File: src/verilog/ecct_pkg.sv
// constants shared by the event capture/compare timer
package ecct_pkg;

    localparam logic [7:0] ADDR_CTRL = 8'h00;
    localparam logic [7:0] ADDR_CLKSEL = 8'h04;
    localparam logic [7:0] ADDR_CCR = 8'h08;
    localparam logic [7:0] ADDR_EDGE = 8'h0C;
    localparam logic [7:0] ADDR_SMP = 8'h10;
    localparam logic [7:0] ADDR_CMP0 = 8'h14;
    localparam logic [7:0] ADDR_CMP1 = 8'h18;
    localparam logic [7:0] ADDR_CAP = 8'h1C;
    localparam logic [7:0] ADDR_CNT = 8'h20;
    localparam logic [7:0] ADDR_STAT = 8'h24;

    localparam int CTRL_WIDTH_BIT = 0;
    localparam int CTRL_OVF_BIT = 2;
    localparam int CTRL_RUN_BIT = 3;
    localparam int CCR_CLR0_BIT = 0;
    localparam int CCR_CM_BIT = 2;
    localparam int CCR_CLR1_BIT = 3;
    localparam int STAT_PIN_BIT = 0;

    localparam logic [3:0] CLKSEL_RST = 4'h1;
    localparam logic [3:0] CLKSEL_MIN = 4'h1;
    localparam logic [3:0] CLKSEL_MAX = 4'h9;
    localparam logic [3:0] CLKSEL_EXT = 4'hB;
    localparam logic [10:0] PRE_ALL = 11'h7FF;
    localparam logic [3:0] PRE_SHIFT_BASE = 4'h9;

    localparam logic [1:0] EDGE_FALL = 2'h0;
    localparam logic [1:0] EDGE_RISE = 2'h1;
    localparam logic [1:0] EDGE_BOTH = 2'h2;
    localparam logic [1:0] EDGE_RST = 2'h0;

    localparam logic [1:0] SMP_DIV1 = 2'h0;
    localparam logic [1:0] SMP_DIV64 = 2'h1;
    localparam logic [1:0] SMP_DIV128 = 2'h2;
    localparam logic [7:0] SMP_MASK1 = 8'h00;
    localparam logic [7:0] SMP_MASK64 = 8'h3F;
    localparam logic [7:0] SMP_MASK128 = 8'h7F;
    localparam logic [7:0] SMP_MASK256 = 8'hFF;
    localparam int FILT_LEN = 3;

    localparam logic [15:0] CNT_RST = 16'h0000;
    localparam logic [7:0] CNT8_MAX = 8'hFF;
    localparam logic [15:0] CNT16_MAX = 16'hFFFF;

    typedef enum logic {ECCT_BUS_IDLE, ECCT_BUS_RD} ecct_bus_st_t;

endpackage : ecct_pkg

File: src/verilog/ecct_prescale.sv
// internal count clock divider, one-cycle tick per period
`timescale 1ns/1ps
`default_nettype none
module ecct_prescale (
    input wire logic clk_in,
    input wire logic rst_in,
    input wire logic [3:0] sel_in,
    output logic tick_out
);

    logic [10:0] div_ff;
    logic [10:0] nxt_div;
    logic tick_ff;
    logic nxt_tick;
    logic [10:0] mask;

    // sel 1..9 gives divide by 8..2048
    function automatic logic [10:0] div_mask(input logic [3:0] sel);
        div_mask = ecct_pkg::PRE_ALL >> (ecct_pkg::PRE_SHIFT_BASE - sel);
    endfunction : div_mask

    always_comb
    begin
        mask = div_mask(sel_in);
        nxt_div = div_ff + 11'h001;
        nxt_tick = (sel_in >= ecct_pkg::CLKSEL_MIN) && (sel_in <= ecct_pkg::CLKSEL_MAX)
            && ((div_ff & mask) == mask);
    end

    always_ff @(posedge clk_in or posedge rst_in)
    begin
        if (rst_in)
        begin
            div_ff <= 11'h000;
            tick_ff <= 1'b0;
        end
        else
        begin
            div_ff <= nxt_div;
            tick_ff <= nxt_tick;
        end
    end

    assign tick_out = tick_ff;

endmodule : ecct_prescale
`default_nettype wire

File: src/verilog/ecct_edge.sv
// pin synchroniser, sampled level filter and edge selector
`timescale 1ns/1ps
`default_nettype none
module ecct_edge (
    input wire logic clk_in,
    input wire logic rst_in,
    input wire logic pin_in,
    input wire logic [1:0] smp_sel_in,
    input wire logic [1:0] edge_sel_in,
    output logic edge_out
);

    localparam int FL = ecct_pkg::FILT_LEN;

    logic sync1_ff;
    logic sync2_ff;
    logic [7:0] smp_ff;
    logic [7:0] nxt_smp;
    logic [FL-1:0] hist_ff;
    logic [FL-1:0] nxt_hist;
    logic level_ff;
    logic nxt_level;
    logic edge_ff;
    logic nxt_edge;
    logic [7:0] m;
    logic rise;
    logic fall;

    function automatic logic [7:0] smp_mask(input logic [1:0] sel);
        if (sel == ecct_pkg::SMP_DIV1)
            smp_mask = ecct_pkg::SMP_MASK1;
        else if (sel == ecct_pkg::SMP_DIV64)
            smp_mask = ecct_pkg::SMP_MASK64;
        else if (sel == ecct_pkg::SMP_DIV128)
            smp_mask = ecct_pkg::SMP_MASK128;
        else
            smp_mask = ecct_pkg::SMP_MASK256;
    endfunction : smp_mask

    always_comb
    begin
        m = smp_mask(smp_sel_in);
        nxt_smp = smp_ff + 8'h01;
        nxt_hist = hist_ff;
        // level only accepted after three equal samples
        if ((smp_ff & m) == m)
            nxt_hist = {hist_ff[FL-2:0], sync2_ff};
        nxt_level = level_ff;
        if (&nxt_hist)
            nxt_level = 1'b1;
        else if (~|nxt_hist)
            nxt_level = 1'b0;
        rise = nxt_level & ~level_ff;
        fall = ~nxt_level & level_ff;
        nxt_edge = ((edge_sel_in == ecct_pkg::EDGE_RISE) & rise)
            | ((edge_sel_in == ecct_pkg::EDGE_FALL) & fall)
            | ((edge_sel_in == ecct_pkg::EDGE_BOTH) & (rise | fall));
    end

    always_ff @(posedge clk_in or posedge rst_in)
    begin
        if (rst_in)
        begin
            sync1_ff <= 1'b0;
            sync2_ff <= 1'b0;
            smp_ff <= 8'h00;
            hist_ff <= '0;
            level_ff <= 1'b0;
            edge_ff <= 1'b0;
        end
        else
        begin
            sync1_ff <= pin_in;
            sync2_ff <= sync1_ff;
            smp_ff <= nxt_smp;
            hist_ff <= nxt_hist;
            level_ff <= nxt_level;
            edge_ff <= nxt_edge;
        end
    end

    assign edge_out = edge_ff;

endmodule : ecct_edge
`default_nettype wire

File: src/verilog/ecct_timer.sv
// event capture/compare timer with ahb-lite register slave
// Contract
// - run set before next count clock after stop: that clock starts at 0
// - run set later: counting from 0 begins with following count clocks
// - external event counting chosen only by the clock select code
// - input rate limit set by sampling clock alone, any edge choice
// - run set from 0: counter 0, next count clock loads 0, increments from the one after
// - run cleared: counter forced to 0 at once, stopped
// - writing run 1 while running leaves counting untouched
// - counter equal to compare value on increment raises match request
// - optional clear after match makes an interval timer
// - trigger edge copies count to capture reg, shared reg in capture mode
// - capture registers hold value until next trigger
// - trigger edge rising, falling or both per edge configuration
// - shared capture with clear enabled clears counter after capture
// - capture clear loads 0 where N+1 would be; a compare at N+1 still matches
// - mode bit 0 compare, 1 capture for shared register
// - two independent compare registers on one counter
// - wrap at FF or FFFF sets overflow flag, software clears it
// - clear source takes effect on next count clock only
// - width bit 0 selects 8-bit or 16-bit counting
// - separate clear enables for first and shared register events
`timescale 1ns/1ps
`default_nettype none
module ecct_timer (
    input wire logic clk_in,
    input wire logic rst_in,
    input wire logic hsel_in,
    input wire logic [31:0] haddr_in,
    input wire logic [1:0] htrans_in,
    input wire logic hwrite_in,
    input wire logic [2:0] hsize_in,
    input wire logic [31:0] hwdata_in,
    input wire logic hready_in,
    output logic hreadyout_out,
    output logic [31:0] hrdata_out,
    output logic hresp_out,
    input wire logic external_event_pin_in,
    output logic first_match_irq_out,
    output logic shared_match_irq_out,
    output logic edge_irq_out
);

    ecct_pkg::ecct_bus_st_t st_ff;
    ecct_pkg::ecct_bus_st_t nxt_st;
    logic [7:0] addr_ff;
    logic [7:0] nxt_addr;
    logic wr_pend_ff;
    logic nxt_wr_pend;
    logic hready_ff;
    logic nxt_hready;
    logic [31:0] hrdata_ff;
    logic [31:0] nxt_hrdata;
    logic [31:0] rd_word;
    logic acc;

    logic width_ff;
    logic nxt_width;
    logic ovf_ff;
    logic nxt_ovf;
    logic run_ff;
    logic nxt_run;
    logic [3:0] clksel_ff;
    logic [3:0] nxt_clksel;
    logic cm_ff;
    logic nxt_cm;
    logic clr0_ff;
    logic nxt_clr0;
    logic clr1_ff;
    logic nxt_clr1;
    logic [1:0] edgecfg_ff;
    logic [1:0] nxt_edgecfg;
    logic [1:0] smpsel_ff;
    logic [1:0] nxt_smpsel;
    logic [15:0] cmp0_ff;
    logic [15:0] nxt_cmp0;
    logic [15:0] cmp1_ff;
    logic [15:0] nxt_cmp1;
    logic [15:0] cap_ff;
    logic [15:0] nxt_cap;
    logic [15:0] cnt_ff;
    logic [15:0] nxt_cnt;
    logic start_ff;
    logic nxt_start;
    logic clrp_ff;
    logic nxt_clrp;
    logic pinflag_ff;
    logic nxt_pinflag;
    logic irq0_ff;
    logic irq1_ff;
    logic eirq_ff;

    logic pre_tick;
    logic edge_pulse;
    logic tick;
    logic counting;
    logic [15:0] inc16;
    logic [15:0] inc;
    logic wrap;
    logic match0;
    logic match1;
    logic cap_ev;
    logic clr_src;
    logic we;
    logic [31:0] w;

    ecct_prescale u_pre (
        .clk_in(clk_in),
        .rst_in(rst_in),
        .sel_in(clksel_ff),
        .tick_out(pre_tick)
    );

    ecct_edge u_edge (
        .clk_in(clk_in),
        .rst_in(rst_in),
        .pin_in(external_event_pin_in),
        .smp_sel_in(smpsel_ff),
        .edge_sel_in(edgecfg_ff),
        .edge_out(edge_pulse)
    );

    // compare value seen at the selected width
    function automatic logic [15:0] at_width(input logic wide, input logic [15:0] v);
        at_width = wide ? v : {8'h00, v[7:0]};
    endfunction : at_width

    // bus: writes zero wait, reads one wait state
    always_comb
    begin
        acc = hsel_in & htrans_in[1] & hready_in;
        nxt_st = st_ff;
        nxt_addr = addr_ff;
        nxt_wr_pend = 1'b0;
        nxt_hready = 1'b1;
        nxt_hrdata = hrdata_ff;
        case (st_ff)
            ecct_pkg::ECCT_BUS_IDLE:
            begin
                if (acc)
                begin
                    nxt_addr = haddr_in[7:0];
                    nxt_wr_pend = hwrite_in;
                    if (!hwrite_in)
                    begin
                        nxt_st = ecct_pkg::ECCT_BUS_RD;
                        nxt_hready = 1'b0;
                    end
                end
            end
            ecct_pkg::ECCT_BUS_RD:
            begin
                nxt_hrdata = rd_word;
                nxt_st = ecct_pkg::ECCT_BUS_IDLE;
            end
            default:
            begin
                nxt_st = ecct_pkg::ECCT_BUS_IDLE;
            end
        endcase
    end

    always_comb
    begin
        rd_word = 32'h0000_0000;
        if (addr_ff == ecct_pkg::ADDR_CTRL)
            rd_word = {28'h000_0000, run_ff, ovf_ff, 1'b0, width_ff};
        else if (addr_ff == ecct_pkg::ADDR_CLKSEL)
            rd_word = {28'h000_0000, clksel_ff};
        else if (addr_ff == ecct_pkg::ADDR_CCR)
            rd_word = {28'h000_0000, clr1_ff, cm_ff, 1'b0, clr0_ff};
        else if (addr_ff == ecct_pkg::ADDR_EDGE)
            rd_word = {30'h0000_0000, edgecfg_ff};
        else if (addr_ff == ecct_pkg::ADDR_SMP)
            rd_word = {30'h0000_0000, smpsel_ff};
        else if (addr_ff == ecct_pkg::ADDR_CMP0)
            rd_word = {16'h0000, cmp0_ff};
        else if (addr_ff == ecct_pkg::ADDR_CMP1)
            rd_word = {16'h0000, cmp1_ff};
        else if (addr_ff == ecct_pkg::ADDR_CAP)
            rd_word = {16'h0000, cap_ff};
        else if (addr_ff == ecct_pkg::ADDR_CNT)
            rd_word = {16'h0000, cnt_ff};
        else if (addr_ff == ecct_pkg::ADDR_STAT)
            rd_word = {31'h0000_0000, pinflag_ff};
    end

    // registers and counter
    always_comb
    begin
        we = wr_pend_ff;
        w = hwdata_in;
        tick = (clksel_ff == ecct_pkg::CLKSEL_EXT) ? edge_pulse : pre_tick;
        counting = run_ff & tick & ~start_ff;
        inc16 = cnt_ff + 16'h0001;
        inc = at_width(width_ff, inc16);
        wrap = width_ff ? (cnt_ff == ecct_pkg::CNT16_MAX)
            : (cnt_ff[7:0] == ecct_pkg::CNT8_MAX);
        match0 = counting & (inc == at_width(width_ff, cmp0_ff));
        match1 = counting & ~cm_ff & (inc == at_width(width_ff, cmp1_ff));
        cap_ev = edge_pulse & run_ff;
        clr_src = (match0 & clr0_ff) | (match1 & clr1_ff) | (cap_ev & cm_ff & clr1_ff);
        nxt_width = width_ff;
        nxt_ovf = ovf_ff;
        nxt_run = run_ff;
        nxt_clksel = clksel_ff;
        nxt_cm = cm_ff;
        nxt_clr0 = clr0_ff;
        nxt_clr1 = clr1_ff;
        nxt_edgecfg = edgecfg_ff;
        nxt_smpsel = smpsel_ff;
        nxt_cmp0 = cmp0_ff;
        nxt_cmp1 = cmp1_ff;
        nxt_cap = cap_ff;
        nxt_cnt = cnt_ff;
        nxt_start = start_ff;
        nxt_clrp = clrp_ff;
        nxt_pinflag = pinflag_ff;
        if (we && addr_ff == ecct_pkg::ADDR_CTRL)
        begin
            nxt_width = w[ecct_pkg::CTRL_WIDTH_BIT];
            nxt_run = w[ecct_pkg::CTRL_RUN_BIT];
            if (!w[ecct_pkg::CTRL_OVF_BIT])
                nxt_ovf = 1'b0;
            if (w[ecct_pkg::CTRL_RUN_BIT] && !run_ff)
                nxt_start = 1'b1;
        end
        if (we && addr_ff == ecct_pkg::ADDR_CLKSEL)
            nxt_clksel = w[3:0];
        if (we && addr_ff == ecct_pkg::ADDR_CCR)
        begin
            nxt_clr0 = w[ecct_pkg::CCR_CLR0_BIT];
            nxt_cm = w[ecct_pkg::CCR_CM_BIT];
            nxt_clr1 = w[ecct_pkg::CCR_CLR1_BIT];
        end
        if (we && addr_ff == ecct_pkg::ADDR_EDGE)
            nxt_edgecfg = w[1:0];
        if (we && addr_ff == ecct_pkg::ADDR_SMP)
            nxt_smpsel = w[1:0];
        if (we && addr_ff == ecct_pkg::ADDR_CMP0)
            nxt_cmp0 = w[15:0];
        if (we && addr_ff == ecct_pkg::ADDR_CMP1 && !cm_ff)
            nxt_cmp1 = w[15:0];
        if (we && addr_ff == ecct_pkg::ADDR_STAT && w[ecct_pkg::STAT_PIN_BIT])
            nxt_pinflag = 1'b0;
        if (edge_pulse)
            nxt_pinflag = 1'b1;
        if (run_ff && tick)
        begin
            if (start_ff)
            begin
                nxt_cnt = ecct_pkg::CNT_RST;
                nxt_start = 1'b0;
            end
            else
            begin
                // loads 0 instead of inc, but a compare at N+1 still fires
                nxt_cnt = clrp_ff ? ecct_pkg::CNT_RST : inc;
                nxt_clrp = 1'b0;
                if (wrap && !clrp_ff)
                    nxt_ovf = 1'b1;
            end
        end
        if (clr_src)
            nxt_clrp = 1'b1;
        if (cap_ev)
        begin
            nxt_cap = cnt_ff;
            if (cm_ff)
                nxt_cmp1 = cnt_ff;
        end
        if (!nxt_run)
        begin
            nxt_cnt = ecct_pkg::CNT_RST;
            nxt_start = 1'b0;
            nxt_clrp = 1'b0;
        end
    end

    always_ff @(posedge clk_in or posedge rst_in)
    begin
        if (rst_in)
        begin
            st_ff <= ecct_pkg::ECCT_BUS_IDLE;
            addr_ff <= 8'h00;
            wr_pend_ff <= 1'b0;
            hready_ff <= 1'b1;
            hrdata_ff <= 32'h0000_0000;
            width_ff <= 1'b0;
            ovf_ff <= 1'b0;
            run_ff <= 1'b0;
            clksel_ff <= ecct_pkg::CLKSEL_RST;
            cm_ff <= 1'b0;
            clr0_ff <= 1'b0;
            clr1_ff <= 1'b0;
            edgecfg_ff <= ecct_pkg::EDGE_RST;
            smpsel_ff <= ecct_pkg::SMP_DIV1;
            cmp0_ff <= 16'h0000;
            cmp1_ff <= 16'h0000;
            cap_ff <= 16'h0000;
            cnt_ff <= ecct_pkg::CNT_RST;
            start_ff <= 1'b0;
            clrp_ff <= 1'b0;
            pinflag_ff <= 1'b0;
            irq0_ff <= 1'b0;
            irq1_ff <= 1'b0;
            eirq_ff <= 1'b0;
        end
        else
        begin
            st_ff <= nxt_st;
            addr_ff <= nxt_addr;
            wr_pend_ff <= nxt_wr_pend;
            hready_ff <= nxt_hready;
            hrdata_ff <= nxt_hrdata;
            width_ff <= nxt_width;
            ovf_ff <= nxt_ovf;
            run_ff <= nxt_run;
            clksel_ff <= nxt_clksel;
            cm_ff <= nxt_cm;
            clr0_ff <= nxt_clr0;
            clr1_ff <= nxt_clr1;
            edgecfg_ff <= nxt_edgecfg;
            smpsel_ff <= nxt_smpsel;
            cmp0_ff <= nxt_cmp0;
            cmp1_ff <= nxt_cmp1;
            cap_ff <= nxt_cap;
            cnt_ff <= nxt_cnt;
            start_ff <= nxt_start;
            clrp_ff <= nxt_clrp;
            pinflag_ff <= nxt_pinflag;
            irq0_ff <= match0;
            irq1_ff <= match1;
            eirq_ff <= edge_pulse;
        end
    end

    assign hreadyout_out = hready_ff;
    assign hrdata_out = hrdata_ff;
    assign hresp_out = 1'b0;
    assign first_match_irq_out = irq0_ff;
    assign shared_match_irq_out = irq1_ff;
    assign edge_irq_out = eirq_ff;

    property p_stop_zero;
        @(posedge clk_in) disable iff (rst_in)
        !run_ff |-> cnt_ff == ecct_pkg::CNT_RST;
    endproperty
    a_stop_zero: assert property (p_stop_zero) else $error("count not zero while stopped");

    property p_start;
        @(posedge clk_in) disable iff (rst_in)
        $rose(run_ff) |-> start_ff && cnt_ff == ecct_pkg::CNT_RST;
    endproperty
    a_start: assert property (p_start) else $error("start did not arm from zero");

    property p_hold;
        @(posedge clk_in) disable iff (rst_in)
        run_ff && $past(run_ff) && !$past(tick) |-> $stable(cnt_ff);
    endproperty
    a_hold: assert property (p_hold) else $error("count moved without a count clock");

    property p_match0;
        @(posedge clk_in) disable iff (rst_in)
        counting && inc == at_width(width_ff, cmp0_ff) |=> first_match_irq_out;
    endproperty
    a_match0: assert property (p_match0) else $error("first match request missing");

    property p_wrap;
        @(posedge clk_in) disable iff (rst_in)
        counting && wrap && !clrp_ff && nxt_run |=> ovf_ff && cnt_ff == ecct_pkg::CNT_RST;
    endproperty
    a_wrap: assert property (p_wrap) else $error("wrap did not set overflow");

    property p_clr_wait;
        @(posedge clk_in) disable iff (rst_in)
        clrp_ff && !tick && run_ff ##1 run_ff |-> $stable(cnt_ff);
    endproperty
    a_clr_wait: assert property (p_clr_wait) else $error("clear before count clock");

    property p_cap;
        @(posedge clk_in) disable iff (rst_in)
        cap_ev |=> cap_ff == $past(cnt_ff);
    endproperty
    a_cap: assert property (p_cap) else $error("capture value wrong");

    property p_cap_hold;
        @(posedge clk_in) disable iff (rst_in)
        !cap_ev |=> $stable(cap_ff);
    endproperty
    a_cap_hold: assert property (p_cap_hold) else $error("capture changed");

    property p_pulse;
        @(posedge clk_in) disable iff (rst_in)
        first_match_irq_out |=> !first_match_irq_out;
    endproperty
    a_pulse: assert property (p_pulse) else $error("match request longer than one cycle");

endmodule : ecct_timer
`default_nettype wire

File: config.mk
export PLATFORM = sky130hd
export DESIGN_NAME = ecct_timer
export DESIGN_NICKNAME = d
export VERILOG_FILES = /design/src/verilog/ecct_pkg.sv /design/src/verilog/ecct_prescale.sv /design/src/verilog/ecct_edge.sv /design/src/verilog/ecct_timer.sv
export SDC_FILE = /design/constraint.sdc
export NUM_CORES = 1
export LEC_CHECK = 0
export ABC_AREA = 1
export BUFFER_PORTS_ARGS = -buffer_cell sky130_fd_sc_hd__buf_2
export CAP_MARGIN = 0
export CORE_MARGIN = 2
export CORE_UTILIZATION = 45
export CTS_CLUSTER_SIZE = 16
export DETAILED_ROUTE_END_ITERATION = 8
export PLACE_DENSITY = 0.77
export SYNTH_ARGS = -nofsm -noshare
export SYNTH_HDL_FRONTEND = slang
export SYNTH_SLANG_ARGS = --single-unit
export TNS_END_PERCENT = 10
File: constraint.sdc
create_clock -name clk_in -period 5.25 [get_ports clk_in]
set_input_delay 0.7875 -clock clk_in [delete_from_list [all_inputs] [get_ports clk_in]]
set_output_delay 0.7875 -clock clk_in [all_outputs]
set_load 0.005 [all_outputs]
## Yosys cells after proc, flatten, opt, wreduce, memory -nomap -nowiden

Cells that the tools add are included.

| storage, ports and cells | value |
|---|---|
| flip-flop bits (word level) | 154 |
| bits in read-only memories | 0 |
| bits in writable memories | 0 |
| latch bits | 0 |
| memories kept | 0 |
| output and inout bits | 37 |
| input port bits | 75 |
| logic and storage cells | 170 |

| cells by class | value |
|---|---|
| shifts and indexed selects | 1 |
| order comparisons | 2 |
| divide/modulo/power cells | 0 |
| multiplexer cells | 53 |
| multipliers | 0 |
| reductions and logical operators | 26 |
| bitwise logic cells | 29 |
| $add $sub $neg | 4 |
| eq/ne operators | 23 |

Operators by type and width:

| kind | number |
|---|---|
| $mux 16 | 19 |
| $eq 16x16->1 | 2 |
| $eq 8x5->1 const B | 4 |
| $mux 1 | 29 |
| $mux 8 | 3 |
| $and 1x1->1 | 17 |
| $add 16x1->16 const B | 1 |
| $eq 16x16->1 const B | 1 |
| $eq 8x4->1 const B | 2 |
| $eq 8x6->1 const B | 2 |
| $logic_and 1x1->1 | 15 |
| $add 11x1->11 const B | 1 |
| $and 11x11->11 | 1 |
| $eq 11x11->1 | 1 |
| $shr 11x4->11 const A | 1 |
| $add 8x1->8 const B | 1 |
| $and 8x8->8 | 1 |
| $eq 8x3->1 const B | 1 |
| $eq 8x8->1 | 1 |
| $eq 8x8->1 const B | 1 |
| $logic_not 8->1 | 1 |
| $not 1->1 | 5 |
| $or 1x1->1 | 5 |
| $eq 2x1->1 const B | 2 |
| 16 further kinds | 21 |

## Depth between registers and ports, before layout

| depth | value |
|---|---|
| depth after elaboration | 15 |
| mapped depth | 19 |
| gate-level depth less buffers | 18 |

## Modules after synthesis

Synthesis repeated with hierarchy kept, for this count alone.

| unflattened totals | value |
|---|---|
| cells, all modules | 1020 |
| area, all modules | 7812.5 sq um |

By module, submodules not included:

| module | cells each | area an instance (sq um) | times used | sequential area each (sq um) |
|---|---|---|---|---|
| ecct_timer | 841 | 6269.8 | 1 | 2780.2 |
| ecct_edge | 85 | 799.5 | 1 | 375.4 |
| ecct_prescale | 94 | 743.2 | 1 | 300.3 |

## Least setup slack after synthesis

Ideal clock, no wire load.

| timing path | value |
|---|---|
| path type | register to register |
| start point | register u_edge.smp_ff[2] |
| end point | register u_edge.edge_ff (netlist: u_edge.edge_out) |
| path buffers | 0 |
| period minus slack after synthesis | 2.041 ns |
| data required time | 5.149 ns |
| data arrival time | 1.940 ns |
| library setup time | 0.101 ns |
| slack | 3.209 ns |
| cell stages (with the launch flop) | 16 |
| path through | dfrtp_1 nand2_1 inv_1 nand3_2 nor2_1 nand2_1 a22oi_4 nand2_1 o21ai_0 inv_1 o31ai_1 o21ai_1 inv_1 ha_1 nor2_1 o32ai_1 |

| on the way | value |
|---|---|
| longest elaborated chain between the ends | 11 |
| elaborated cells on any way between the ends | 16 |
| classes of those cells | 1 x eq/ne; 3 x mux; 10 x bitwise; 2 x reduce/logical |

RTL lines:

| what | line | text |
|---|---|---|
| start, declared | ecct_edge.sv:17 | `logic [7:0] smp_ff;` |
| start signal, assigned | ecct_edge.sv:75 | `smp_ff <= nxt_smp;` |
| $and 8x8->8 * | ecct_edge.sv:46 | `if ((smp_ff & m) == m)` |
| $eq 8x8->1 * | ecct_edge.sv:46 |  |
| $mux 3 * | ecct_edge.sv:46 |  |
| net u_edge.nxt_hist[2] | ecct_edge.sv:20 | `logic [FL-1:0] nxt_hist;` |
| $reduce_or 3->1 | ecct_edge.sv:51 | `else if (~\|nxt_hist)` |
| $mux 1 | ecct_edge.sv:51 |  |
| $mux 1 * | ecct_edge.sv:49 | `if (&nxt_hist)` |
| net u_edge.nxt_level | ecct_edge.sv:22 | `logic nxt_level;` |
| $not 1->1 | ecct_edge.sv:54 | `fall = ~nxt_level & level_ff;` |
| $and 1x1->1 | ecct_edge.sv:54 |  |
| $and 1x1->1 / $or 1x1->1 (equally long branches) | ecct_edge.sv:56, ecct_edge.sv:57 |  |
| $or 1x1->1 / $and 1x1->1 (equally long branches) | ecct_edge.sv:56, ecct_edge.sv:57 |  |
| $or 1x1->1 * | ecct_edge.sv:57 | `\| ((edge_sel_in == ecct_pkg::EDGE_BOTH) & (rise \| fall));` |
| net u_edge.nxt_edge | ecct_edge.sv:24 | `logic nxt_edge;` |
| end signal, assigned | ecct_edge.sv:78 | `edge_ff <= nxt_edge;` |
| end, declared | ecct_edge.sv:23 | `logic edge_ff;` |

The timed path passes the listed nets; every way through them passes the cells marked *.
A chain may end at the register's enable or synchronous reset.

## Worst setup path after layout

| timing path | value |
|---|---|
| start point | register addr_ff[7] |
| end point | register cmp1_ff[1] |

| on the way | value |
|---|---|
| longest elaborated chain between the ends | 6 |

RTL lines:

| what | line | text |
|---|---|---|
| start, declared | ecct_timer.sv:46 | `logic [7:0] addr_ff;` |
| start signal, assigned | ecct_timer.sv:312 | `addr_ff <= nxt_addr;` |
| $eq 8x5->1 * | ecct_timer.sv:242 | `if (we && addr_ff == ecct_pkg::ADDR_CMP1 && !cm_ff)` |
| $logic_and 1x1->1 * (2 in series) | ecct_timer.sv:242 |  |
| $mux 16 * | ecct_timer.sv:242 |  |
| $mux 16 | ecct_timer.sv:269 | `if (cm_ff)` |
| $mux 16 * | ecct_timer.sv:266 | `if (cap_ev)` |
| net nxt_cmp1[1] | ecct_timer.sv:78 | `logic [15:0] nxt_cmp1;` |
| end signal, assigned | ecct_timer.sv:326 | `cmp1_ff <= nxt_cmp1;` |
| end, declared | ecct_timer.sv:77 | `logic [15:0] cmp1_ff;` |

Marked as above.

==> results.json <==
{
  "outcome": "finished, final reports clean",
  "clock_sink_count": 138,
  "power.static_leakage_nw": 4.05,
  "routed_wire_length_per_instance_um": 16.4,
  "ctsHoldBuffers": 0,
  "critical_path.startpoint_type": "flip-flop",
  "path_common_cell": "sky130_fd_sc_hd__inv_1",
  "ff_to_ff_start": "addr_ff[7]",
  "syn_inst": 914,
  "finalHoldViolCount": 0,
  "post-route-min-period_ps": 3040,
  "fp.dieH_um": 132,
  "clkLatencyLatePin_ps": 430,
  "cts_made_buffers": 17,
  "synth.ff_latch_count": 138,
  "ant_nets": 0,
  "critical_path_peak_fanout": 26,
  "cp_num_buf_inv": 3,
  "grtUsageTotal_pct": 22.7,
  "core_area_um2": 15900,
  "mostFrequentLayoutCell": "sky130_fd_sc_hd__nand2_1",
  "vias_in_the_first_global_route": 6159,
  "overflow": 0,
  "areaGrowthSynthToFinish_pct": 12.7,
  "timing.setup.critical_path_class": "reg2reg",
  "worstReg2RegEnd": "cmp1_ff[1]",
  "vias_per_cell": 5.48,
  "whs_ps": 352,
  "finalSetupTns_ps": 0,
  "grt_setup_unrepaired": "no",
  "drt_iter0_drc": 657,
  "final_cell_count_no_fill": 1188,
  "initial_utilization_pct": 46.2,
  "critical_path.slowest_cell": "sky130_fd_sc_hd__nand2_1",
  "ios": 112,
  "yosysSeqAreaShare_pct": 46.9,
  "drt-pass1-iter-count": 5,
  "setup.worst_path.end_class": "flip-flop",
  "layout_common_cells": "sky130_fd_sc_hd__nand2_1, sky130_fd_sc_hd__dfrtp_1, sky130_fd_sc_hd__inv_1",
  "worst_hold_path.num_cells": 0,
  "hold_path_startpoint": "u_edge.sync1_ff",
  "num-nets-final": 1043,
  "count_of_buffers_from_port_buffering": 50,
  "rr_worst_depth": 9,
  "share_of_layout_cells_above_drive_strength_1_pct": 13.2,
  "worst_pin_slew_ps": 1060,
  "max_cap_viol_count": 0,
  "chipWidth_um": 132,
  "largest_delay_contributor_family_on_the_critical_path": "simple AND/OR/NAND/NOR gates",
  "setup-violations-final": 0,
  "drc": 0,
  "fmax_mhz": 329,
  "grt_max_degree": 105,
  "cts_buffer_depth": 2,
  "cts_tree": "built",
  "worst_slew_margin_rel_pct": 29.3,
  "gpl.final_weighted_congestion": 0.932,
  "filler_cell_count": 1475,
  "worst_hold_path_type": "reg2reg",
  "clock-root-buffer": "sky130_fd_sc_hd__clkbuf_16",
  "postSynth.asyncResetShare_pct": 100,
  "synth_enable_flop_cells": 0,
  "total_of_cells_resized_after_clock_tree_synthesis": 0,
  "antenna_cells_inserted": 0,
  "yosys_synthesis_warning_count": 0,
  "rows": 46,
  "antenna_found_initial": 0,
  "slowest_delay_ps": 510,
  "power.density_nw_per_um2": 316,
  "regToRegSetupSlack_ps": 2210,
  "syn_avg_cell_area_um2": 8.06,
  "cts_setup_buffers": 0,
  "arrival_ps": 3380,
  "ir_worst_vdd_uv": 258,
  "clkTransAtPathRegs_ps": 60,
  "cell_by_cell_listing_of_the_critical_path": "inv_1 -> nand2_1 -> nor3_4 -> nand2_1 -> inv_1 -> nand3_2 -> inv_1 -> o21ai_0 -> o22ai_1",
  "fp.dieArea_um2": 17400,
  "ctsHtreeMaxLevel": 4,
  "worst_ep_required_time_ps": 5590,
  "layout.core_utilization_pct": 52.0,
  "post_placement_cell_count": 1156,
  "dr_total_vias": 6506,
  "skew_ps": 5.66,
  "drv_slew": 0,
  "synthesis.area_um2": 7360,
  "finalCritPeriodShare_pct": 57.8,
  "grt_first_pass_wirelength_mm": 31.3,
  "wirelength_mm": 19.4,
  "min_to": "u_edge.sync2_ff",
  "synth_cell_types": 47,
  "dp_hpwl_mm": 13.4,
  "most_frequently_used_flop_master_after_synthesis": "sky130_fd_sc_hd__dfrtp_1"
}
sequential cells by signal, summed over array words and instances, names as in the netlist, 8 cells and up:
| signal | count |
|---|---|
| cnt_ff | 16 |
| cmp0_ff | 16 |
| hrdata_out | 16 |
| u_edge.smp_ff | 8 |
| addr_ff | 8 |
| u_pre.div_ff | 11 |
| cap_ff | 16 |
| cmp1_ff | 16 |
metal layers:
layer / part of all wire [%] / vias to the layer above / track usage (%)
met2: 45 / 275 / 34.8
li1: - / 3083 / -
met1: 45 / 3113 / 31.8
met4: 2.1 / 0 / 8.64
met5: 0 / - / 0
met3: 7.8 / 35 / 4.84
worst max path at each step:
stage,from,cells past startpoint,to,slack [ps]
floorplan,rst_in,1,addr_ff[0],770
CTS,addr_ff[7],9,cmp1_ff[11],2280
detailed placement,addr_ff[7],9,cmp1_ff[11],2300
global placement,addr_ff[6],9,cmp1_ff[12],2390
global route,addr_ff[6],9,cmp1_ff[5],2010
finish,addr_ff[7],9,cmp1_ff[1],2210
per-stage QoR:
step,setup slack [ps],area (µm²),total power [mW]
after floorplan,770,7420,1.38
after global placement,2390,7730,1.45
after detailed placement,2300,7730,1.47
after CTS,2280,8300,2.63
after global routing,2010,8300,2.72
final,2210,8300,2.62
synth_stat cells (2+ instances only):
| master | instances | area (µm²) |
|---|---|---|
| sky130_fd_sc_hd__buf_4 | 17 | 128 |
| sky130_fd_sc_hd__o21ai_1 | 15 | 75.1 |
| sky130_fd_sc_hd__nor3_4 | 3 | 48.8 |
| sky130_fd_sc_hd__o21ai_2 | 2 | 17.5 |
| sky130_fd_sc_hd__nand3_1 | 43 | 215 |
| sky130_fd_sc_hd__nand2_1 | 228 | 856 |
| sky130_fd_sc_hd__dfstp_2 | 2 | 52.6 |
| sky130_fd_sc_hd__xnor2_1 | 5 | 43.8 |
| sky130_fd_sc_hd__dfrtp_1 | 136 | 3400 |
| sky130_fd_sc_hd__ha_1 | 9 | 113 |
| sky130_fd_sc_hd__o2111ai_1 | 3 | 26.3 |
| sky130_fd_sc_hd__inv_2 | 7 | 26.3 |
| sky130_fd_sc_hd__nor2_1 | 57 | 214 |
| sky130_fd_sc_hd__nand3b_1 | 3 | 22.5 |
| sky130_fd_sc_hd__inv_1 | 106 | 398 |
| sky130_fd_sc_hd__nor4_1 | 3 | 18.8 |
| sky130_fd_sc_hd__clkbuf_1 | 18 | 67.6 |
| sky130_fd_sc_hd__nor3_2 | 3 | 30.0 |
| sky130_fd_sc_hd__o32ai_1 | 3 | 26.3 |
| sky130_fd_sc_hd__o21ai_0 | 93 | 465 |
| sky130_fd_sc_hd__nor2_4 | 2 | 22.5 |
| sky130_fd_sc_hd__buf_2 | 7 | 35.0 |
| sky130_fd_sc_hd__nand4_1 | 20 | 125 |
| sky130_fd_sc_hd__o211ai_1 | 12 | 90.1 |
| sky130_fd_sc_hd__nor3_1 | 12 | 60.1 |
| sky130_fd_sc_hd__o22ai_1 | 36 | 225 |
| sky130_fd_sc_hd__mux2_2 | 7 | 78.8 |
| sky130_fd_sc_hd__xor2_1 | 16 | 140 |
| sky130_fd_sc_hd__nand3_2 | 6 | 60.1 |
| sky130_fd_sc_hd__and2_1 | 2 | 12.5 |
| sky130_fd_sc_hd__nand2_2 | 10 | 62.6 |
| sky130_fd_sc_hd__a21oi_1 | 12 | 60.1 |
| sky130_fd_sc_hd__nor2_2 | 2 | 12.5 |
power breakdown:
group	switching, mW	internal (mW)	leakage, nW	total, mW
registers	0.0608	1.11	1.67	1.18
clock network	0.448	0.721	0.278	1.17
logic	0.188	0.0906	2.11	0.278
logic make-up (layout without fill, tap and decap cells):
group	after synthesis	in the layout	share of synthesized area, %
fa+ha+maj	9	9	1.53
buf+inv	156	198	9.04
other cells	1	17	0.0509
simple gates	396	396	24.1
compound gates	185	185	14.7
xor+xnor	21	21	2.50
flops	138	138	46.9
mux	8	8	1.21
worst reg2reg max path: cells and delay by family, from the launching register on:
family                 cells  cell delay [ps]
flip-flops                 1              360
buffers and inverters      3              870
AO/OA/AOI/OAI              2              270
AND/OR/NAND/NOR            4             1450
final cells by class:
type | count | area, µm² | area share, %
repair buffers | 53 | 273 | 3.29
inverters | 113 | 429 | 5.17
multi-input cells | 636 | 3300 | 39.8
clock buffers | 24 | 472 | 5.68
clock inverters | 8 | 96.3 | 1.16
well taps | 216 | 270 | 3.26
flip-flops and latches | 138 | 3460 | 41.6
No activity file was read; power rests on OpenSTA's default activity.
